File: config.mk
export PLATFORM = sky130hd
export DESIGN_NAME = line_alarm_interrupt_status
export DESIGN_NICKNAME = d
export VERILOG_FILES = /design/src/shared/alarm_pkg.sv /design/src/hdl/edge_event_detect.sv /design/src/hdl/tx_clock_monitor.sv /design/src/hdl/line_alarm_interrupt_status.sv
export VERILOG_INCLUDE_DIRS = /design/src /design/src/shared
export SDC_FILE = /design/constraint.sdc
export NUM_CORES = 1
export LEC_CHECK = 0
export BUFFER_PORTS_ARGS = -buffer_cell sky130_fd_sc_hd__buf_2
export CAP_MARGIN = 25
export CELL_PAD_IN_SITES_DETAIL_PLACEMENT = 0
export CELL_PAD_IN_SITES_GLOBAL_PLACEMENT = 1
export CORE_AREA = 3 3 76 78
export DETAILED_ROUTE_END_ITERATION = 8
export DIE_AREA = 0 0 79 81
export HOLD_SLACK_MARGIN = 0.05
export PLACE_DENSITY_LB_ADDON = 0.12
export SLEW_MARGIN = 25
export SYNTH_ARGS = -nofsm -noshare
export SYNTH_HDL_FRONTEND = slang
export SYNTH_SLANG_ARGS = --single-unit
File: constraint.sdc
create_clock -name core_clk -period 2.2 [get_ports core_clk]
set_input_delay 0.22 -clock core_clk [delete_from_list [all_inputs] [get_ports core_clk]]
set_output_delay 0.22 -clock core_clk [all_outputs]
set_load 0.03 [all_outputs]
File: src/shared/alarm_defines.svh
`ifndef ALARM_DEFINES_SVH
`define ALARM_DEFINES_SVH

// Register offsets on the 8-bit register port.
`define OFS_EVENT_LATCH 8'h00
`define OFS_EVENT_CLEAR 8'h01
`define OFS_EVENT_ENABLE 8'h02
`define OFS_EDGE_SELECT 8'h03
`define OFS_LIVE_ALARM 8'h04

// Bit positions of the latched event register.
`define BIT_AMPLITUDE 7
`define BIT_TX_JITTER 6
`define BIT_RX_JITTER 5
`define BIT_OVERCURRENT 4
`define BIT_TX_CLOCK_LOSS 3
`define BIT_TX_LOSS 2
`define BIT_SYSTEM_LOSS 1
`define BIT_LINE_LOSS 0

// Reset values and the writable bits of the edge select register.
`define EVENT_LATCH_RESET 8'h00
`define EVENT_ENABLE_RESET 8'hFF
`define EDGE_SELECT_RESET 8'h00
`define EDGE_SELECT_MASK 8'h16

// Transmit clock supervision: no clock edge for this long means missing.
`define CORE_CLK_PERIOD_NS 8
`define TCLK_MISS_NS 2000
`define TCLK_MISS_CYCLES ((`TCLK_MISS_NS) / (`CORE_CLK_PERIOD_NS))

`endif

File: src/shared/alarm_pkg.sv
package alarm_pkg;

  // One register port request, sampled on the rising clock edge.
  typedef struct packed {
    logic [7:0] addr;
    logic [7:0] wdata;
    logic wr;
    logic rd;
  } reg_req_t;

  // One-cycle fault pulses from logic on the core clock.
  typedef struct packed {
    logic amplitude_overflow;
    logic tx_jitter_fifo;
    logic rx_jitter_fifo;
  } fault_pulse_t;

  // Live alarm levels arriving from outside the clock domain.
  typedef struct packed {
    logic overcurrent;
    logic tx_loss;
    logic system_loss;
    logic line_loss;
  } live_pins_t;

endpackage

File: src/hdl/edge_event_detect.sv
module edge_event_detect #(
  parameter int WIDTH = 5
) (
  input wire logic core_clk,
  input wire logic resetn,
  input wire logic [WIDTH-1:0] live,
  input wire logic [WIDTH-1:0] any_edge,
  output logic [WIDTH-1:0] set_pulse
);

  logic [WIDTH-1:0] prev_q;

  // Remembers each live bit so that transitions can be seen.
  always_ff @(posedge core_clk) begin
    if (!resetn) begin
      prev_q <= '0;
    end else begin
      prev_q <= live;
    end
  end

  // Rising edges always count; falling edges count when any_edge is set.
  genvar i;
  generate
    for (i = 0; i < WIDTH; i++) begin : g_bit
      assign set_pulse[i] = (live[i] & ~prev_q[i]) |
                            (any_edge[i] & ~live[i] & prev_q[i]);
    end
  endgenerate

endmodule

File: src/hdl/tx_clock_monitor.sv
module tx_clock_monitor (
  input wire logic core_clk,
  input wire logic resetn,
  input wire logic channel_tx_clock,
  output logic clock_edge,
  output logic tx_clock_loss_live
);

  `include "alarm_defines.svh"

  localparam logic [7:0] MISS_LIMIT = 8'(`TCLK_MISS_CYCLES);

  logic meta_q;
  logic sync_q;
  logic last_q;
  logic [7:0] idle_q;
  logic [7:0] idle_d;
  logic loss_q;

  // Two-stage synchroniser, then one more stage for edge detection.
  always_ff @(posedge core_clk) begin
    if (!resetn) begin
      meta_q <= 1'b0;
      sync_q <= 1'b0;
      last_q <= 1'b0;
    end else begin
      meta_q <= channel_tx_clock;
      sync_q <= meta_q;
      last_q <= sync_q;
    end
  end

  // Any transition of the sampled clock counts as activity.
  assign clock_edge = sync_q ^ last_q;
  assign idle_d = clock_edge ? 8'h00 :
                  (idle_q == MISS_LIMIT) ? idle_q : idle_q + 8'h01;

  // Counts idle cycles; the loss flag follows the saturated count.
  always_ff @(posedge core_clk) begin
    if (!resetn) begin
      idle_q <= 8'h00;
      loss_q <= 1'b0;
    end else begin
      idle_q <= idle_d;
      loss_q <= (idle_d == MISS_LIMIT);
    end
  end

  assign tx_clock_loss_live = loss_q;

endmodule

File: src/hdl/line_alarm_interrupt_status.sv
`include "alarm_defines.svh"

// Behaviour
// - Bit 7 latches transmit amplitude overflow and raises interrupt.
// - Bit 6 latches on transmit jitter FIFO overflow or underflow.
// - Bit 5 latches on receive jitter FIFO overflow or underflow.
// - Latched bits reset to zero; writing one clears, zero leaves it.
// - Bit 4 latches overcurrent; rising edge only unless its edge bit.
// - Bit 2 latches transmit loss; edge select bit 2 picks edges.
// - Bit 1 latches system loss; shared edge select bit 1 picks edges.
// - Bit 0 latches line loss with the same shared edge select bit.
// - Live clock loss reads one while the transmit clock is missing.
module line_alarm_interrupt_status (
  input wire logic core_clk,
  input wire logic resetn,
  input wire alarm_pkg::reg_req_t reg_req,
  output logic [7:0] reg_rdata,
  input wire alarm_pkg::fault_pulse_t fault_pulse,
  input wire alarm_pkg::live_pins_t live_pins,
  input wire logic channel_tx_clock,
  output logic irq
);

  import alarm_pkg::*;

  // Decodes one register offset from the request.
  function automatic logic addr_hit(input logic [7:0] addr,
                                    input logic [7:0] ofs);
    addr_hit = (addr == ofs);
  endfunction

  logic [3:0] pin_meta_q;
  logic [3:0] pin_sync_q;
  logic clock_edge;
  logic tx_clock_loss_live;
  logic [4:0] live_alarm;
  logic [4:0] any_edge;
  logic [4:0] edge_set;
  logic [7:0] event_set;
  logic [7:0] event_clear;
  logic [7:0] alarm_event_latch_0_q;
  logic [7:0] alarm_event_latch_0_d;
  logic [7:0] event_enable_q;
  logic [7:0] edge_select_register_q;
  logic [7:0] rdata_d;
  logic [7:0] reg_rdata_q;
  logic wr_latch;
  logic wr_clear;
  logic wr_enable;
  logic wr_edge;
  logic rd_latch;
  logic rd_enable;
  logic rd_edge;
  logic rd_live;
  logic overcurrent_live;
  logic tx_loss_live;
  logic system_loss_live;
  logic line_loss_live;
  logic overcurrent_edge_select;
  logic tx_loss_edge_select;
  logic loss_edge_select;

  // Live levels from outside pass two flip-flops before any logic.
  always_ff @(posedge core_clk) begin
    if (!resetn) begin
      pin_meta_q <= 4'h0;
      pin_sync_q <= 4'h0;
    end else begin
      pin_meta_q <= live_pins;
      pin_sync_q <= pin_meta_q;
    end
  end

  assign overcurrent_live = pin_sync_q[3];
  assign tx_loss_live = pin_sync_q[2];
  assign system_loss_live = pin_sync_q[1];
  assign line_loss_live = pin_sync_q[0];

  // Watches the transmit clock pin and reports when it stops.
  tx_clock_monitor u_clock_monitor (
    .core_clk(core_clk),
    .resetn(resetn),
    .channel_tx_clock(channel_tx_clock),
    .clock_edge(clock_edge),
    .tx_clock_loss_live(tx_clock_loss_live)
  );

  // Live alarm word, laid out like the lower five latch bits.
  assign live_alarm = {overcurrent_live, tx_clock_loss_live, tx_loss_live,
                       system_loss_live, line_loss_live};

  // Edge select fields; bit 1 is shared by the two loss-of-signal sources.
  assign overcurrent_edge_select = edge_select_register_q[`BIT_OVERCURRENT];
  assign tx_loss_edge_select = edge_select_register_q[`BIT_TX_LOSS];
  assign loss_edge_select = edge_select_register_q[`BIT_SYSTEM_LOSS];

  // Per-source edge policy; clock loss always reacts to both edges.
  assign any_edge[4] = overcurrent_edge_select;
  assign any_edge[3] = 1'b1;
  assign any_edge[2] = tx_loss_edge_select;
  assign any_edge[1] = loss_edge_select;
  assign any_edge[0] = loss_edge_select;

  // Turns live transitions into one-cycle set pulses.
  edge_event_detect #(
    .WIDTH(5)
  ) u_edge_detect (
    .core_clk(core_clk),
    .resetn(resetn),
    .live(live_alarm),
    .any_edge(any_edge),
    .set_pulse(edge_set)
  );

  // Register port decode.
  assign wr_latch = reg_req.wr & addr_hit(reg_req.addr, `OFS_EVENT_LATCH);
  assign wr_clear = reg_req.wr & addr_hit(reg_req.addr, `OFS_EVENT_CLEAR);
  assign wr_enable = reg_req.wr & addr_hit(reg_req.addr, `OFS_EVENT_ENABLE);
  assign wr_edge = reg_req.wr & addr_hit(reg_req.addr, `OFS_EDGE_SELECT);
  assign rd_latch = reg_req.rd & addr_hit(reg_req.addr, `OFS_EVENT_LATCH);
  assign rd_enable = reg_req.rd & addr_hit(reg_req.addr, `OFS_EVENT_ENABLE);
  assign rd_edge = reg_req.rd & addr_hit(reg_req.addr, `OFS_EDGE_SELECT);
  assign rd_live = reg_req.rd & addr_hit(reg_req.addr, `OFS_LIVE_ALARM);

  // Event sources and the write-one-to-clear mask.
  assign event_set = {fault_pulse.amplitude_overflow,
                      fault_pulse.tx_jitter_fifo,
                      fault_pulse.rx_jitter_fifo,
                      edge_set};
  assign event_clear = (wr_latch | wr_clear) ? reg_req.wdata : 8'h00;

  // A set in the same cycle as its clear wins, so no event is lost.
  assign alarm_event_latch_0_d =
    (alarm_event_latch_0_q & ~event_clear) | event_set;

  // Sticky event latch.
  always_ff @(posedge core_clk) begin
    if (!resetn) begin
      alarm_event_latch_0_q <= `EVENT_LATCH_RESET;
    end else begin
      alarm_event_latch_0_q <= alarm_event_latch_0_d;
    end
  end

  // Enable and edge select registers.
  always_ff @(posedge core_clk) begin
    if (!resetn) begin
      event_enable_q <= `EVENT_ENABLE_RESET;
      edge_select_register_q <= `EDGE_SELECT_RESET;
    end else begin
      if (wr_enable) begin
        event_enable_q <= reg_req.wdata;
      end
      if (wr_edge) begin
        edge_select_register_q <= reg_req.wdata & `EDGE_SELECT_MASK;
      end
    end
  end

  // Read multiplexer; the clear register and unmapped offsets read zero.
  assign rdata_d = rd_latch ? alarm_event_latch_0_q :
                   rd_enable ? event_enable_q :
                   rd_edge ? edge_select_register_q :
                   rd_live ? {3'h0, live_alarm} : 8'h00;

  // Read data stand only in the cycle after the read strobe.
  always_ff @(posedge core_clk) begin
    if (!resetn) begin
      reg_rdata_q <= 8'h00;
    end else begin
      reg_rdata_q <= rdata_d;
    end
  end

  assign reg_rdata = reg_rdata_q;

  // Level interrupt while any enabled latched event is pending.
  assign irq = |(alarm_event_latch_0_q & event_enable_q);

  // Counts quiet cycles of the sampled transmit clock for the loss checks.
  localparam logic [8:0] QUIET_LIMIT = 9'(`TCLK_MISS_CYCLES);
  logic [8:0] quiet_q;
  always_ff @(posedge core_clk) begin
    if (!resetn) begin
      quiet_q <= 9'h000;
    end else if (clock_edge) begin
      quiet_q <= 9'h000;
    end else if (quiet_q != 9'h1FF) begin
      quiet_q <= quiet_q + 9'h001;
    end
  end
endmodule

==> out/metrics.csv <==
metric;value;unit
Max Freq;0.584;GHz
Die Y;81;um
CP Buf/Inv Count;0;
Slew Limit Fails;0;
Synth Register Bits;52;
TritonCTS clock tree;done;
Post-CTS Hold Buffers;0;
Core Rows;26;
Setup crit end kind;register;
drt drc;0;
clock buffer count from CTS;5;
Period minus WS final;1710;ps
routability cong.;0.784;
Max-Cap Viols;0;
unrepaired setup endpoints after global routing;no;
pre-CTS setup slack;354;ps
Final setup violation count;0;
Sw Ratio;0.222;
largest net degree at the start of global routing;41;
Buffers on Ports;36;
pwr dens;704;nW/um^2
vias in the first global route;1536;
Layout Skew;6.92;ps
WS Path Type;reg2reg;
Synth warnings;0;
routed wl met2;1820;um
startpoint types;register;
# H-tree levels;2;
crit-path max FO;6;
Initial Util;0.412;
largest area contributor in the netlist;dfxtp_1;
Final period util;0.778;
Worst-path clk slew;90;ps
core area;5140;sq um
Pleak;0.985;nW
Synth Area per Inst;9.76;sq um
top area cells in the synthesized netlist;dfxtp_1, mux2i_1, and2_1;
cell internal pwr;1.36;mW
Total Routing Usage GR;0.150;
layout cells sized above 1;0.214;
most frequent cells in the layout;dfxtp_1, buf_2, and2_1, nand2_1, mux2i_1;
Pre-Repair DR Iteration Count;4;
Least-Margin Pin Slew;650;ps
share of power burned in registers;0.561;
final hold vios;0;
Via Count;1596;
Max Root-Sink Buffers;2;
DR top layer;met4;
setup repair bufs after CTS;0;
routed wire length;4370;um
Seq/Total Area, Yosys;0.491;
I/O pin count;37;
synthesized cell area;2120;sq um
post-synthesis net count;247;
Psw;0.390;mW
gr ovfl total;0;
combinational power share;0.075;
clk sinks;52;
hold crit path type;in2reg;
most used cell, CP;a211oi_1;
Max-slew headroom;0.561;
Layout fillers;530;
Cell Chain, Critical Path;ha_1 -> nand3_1 -> a211oi_1 -> a211oi_1 -> a2111oi_0;
Sequential Area;1040;sq um
initial antenna violation count;0;
final worst slack;488;ps
Post-Synthesis Cells;217;
nets;286;
clk root buf;clkbuf_8;
Req. time, crit path;2370;ps
share of the synthesized area in the top cell type;0.491;
Critical Path AT;1890;ps
ant diodes;0;
full die area;6400;sq um
synth unique cells;39;
Crit path largest cell delay;470;ps
die extent in x;79;um
post-DP HPWL;3180;um
routed vias/inst;4.88;
Metal-1 WL;2220;um
clk_lat worst skew;300;ps
post-route ant nets;0;
met3 wire len;282;um
CTS resizes;0;
delay-heaviest family, CP;compound AO/OA/AOI/OAI gates;
clock power share;0.364;
outcome;finished, final reports clean;
Area Growth Syn to Fin;17.5;%
footprint of the multi-input gates;1010;sq um
first-pass GRT wire length;7440;um
Iter 0 DRT Violations;48;
CP max-delay cell;dfxtp_1;
Worst VDD drop;0.000460;V
WL per Instance;13.4;um
setup TNS;0;ps
commonest non-fill, non-tap cell in the layout;dfxtp_1;
[cell type report]
cell class	count	share of cell area
Timing Repair Buffer	39	0.0814
Clock buffer	6	0.0291
Sequential cell	52	0.418
Inverter	11	0.0166
Clock inverter	2	0.0141
Tap cell	70	0.0352
Multi-Input combinational cell	147	0.406
[flip-flops by register name, indices dropped and copies added, names as in the netlist, 3 cells and up]
name                    flops
alarm_event_latch_0_q       8
edge_select_register_q      3
event_enable_q              8
pin_meta_q                  4
pin_sync_q                  4
reg_rdata                   8
u_clock_monitor.idle_q      8
u_edge_detect.prev_q        5
[power by group through the flow]
stage / clock network (mW) / registers (mW) / logic, mW
finish: 0.637 / 0.983 / 0.132
CTS: 0.665 / 0.984 / 0.134
detailed placement: 0 / 1.01 / 0.133
global route: 0.703 / 0.987 / 0.151
global placement: 0 / 1.01 / 0.133
floorplan: 0 / 1.00 / 0.0826
[layer usage]
metal  global-route usage  up-vias
met5                    0        -
met2                0.235       38
met4               0.0464        0
met1                0.201      717
li1                     -      836
met3               0.0432        5
[cells in the mapped netlist]
cell type / instances
o2bb2ai_1: 3
clkbuf_1: 7
or4_4: 1
or4_1: 1
xor2_1: 4
nor4_4: 2
ha_1: 2
a22oi_1: 7
nand3_1: 10
o21ai_0: 8
a211oi_1: 2
nor3b_1: 1
nor4b_1: 1
a21o_1: 1
xnor2_1: 3
nand2b_1: 1
mux2i_1: 13
nand3_2: 1
o21a_1: 6
a31oi_1: 3
o22ai_1: 1
inv_1: 11
nor3_4: 1
a21boi_1: 5
a2111oi_0: 1
nand4_1: 2
nand4bb_1: 1
nor2b_1: 3
dfxtp_1: 52
nor3_1: 5
mux2_2: 3
or3_1: 4
and2_1: 16
nor4_1: 1
nand2_1: 16
a21oi_1: 4
nor2_1: 10
o21ai_1: 3
o21ba_2: 1
[path summary, 6_finish.rpt]
| check | from | end | slack (ps) | cells past startpoint |
|---|---|---|---|---|
| hold reg to reg | pin_meta_q[1] | pin_sync_q[1] | 440 | 1 |
| hold / removal | reg_req[8] | alarm_event_latch_0_q[6] | 110 | 2 |
| setup / recovery | u_clock_monitor.idle_q[0] | u_clock_monitor.tx_clock_loss_live | 490 | 5 |
| setup reg to reg | u_clock_monitor.idle_q[0] | u_clock_monitor.tx_clock_loss_live | 490 | 5 |
[worst reg2reg max path: stages (launching register included)]
cell       delay [ps]
dfxtp_1           470
ha_1              280
nand3_1           130
a211oi_1          240
a211oi_1           90
a2111oi_0         380
[per-stage QoR]
| stage | total power [mW] | cells | utilization | area [sq um] | hold slack, ps |
|---|---|---|---|---|---|
| floorplan | 1.08 | 217 | - | 2120 | 321 |
| global placement | 1.14 | 319 | 0.463 | 2380 | 413 |
| detailed placement | 1.14 | 319 | 0.463 | 2380 | 418 |
| CTS | 1.78 | 327 | 0.484 | 2490 | 97.9 |
| global route | 1.84 | 327 | 0.484 | 2490 | 110 |
| finish | 1.75 | 327 | 0.484 | 2490 | 109 |
[cell families after synthesis]
group / share of synthesized area
multiplexers: 0.0774
flip-flops: 0.491
buffers and inverters: 0.0319
adder cells (fa/ha/maj): 0.0118
XOR/XNOR: 0.0289
AO/OA/AOI/OAI: 0.143
AND/OR/NAND/NOR: 0.216
Power figures use the tool's default switching activity.
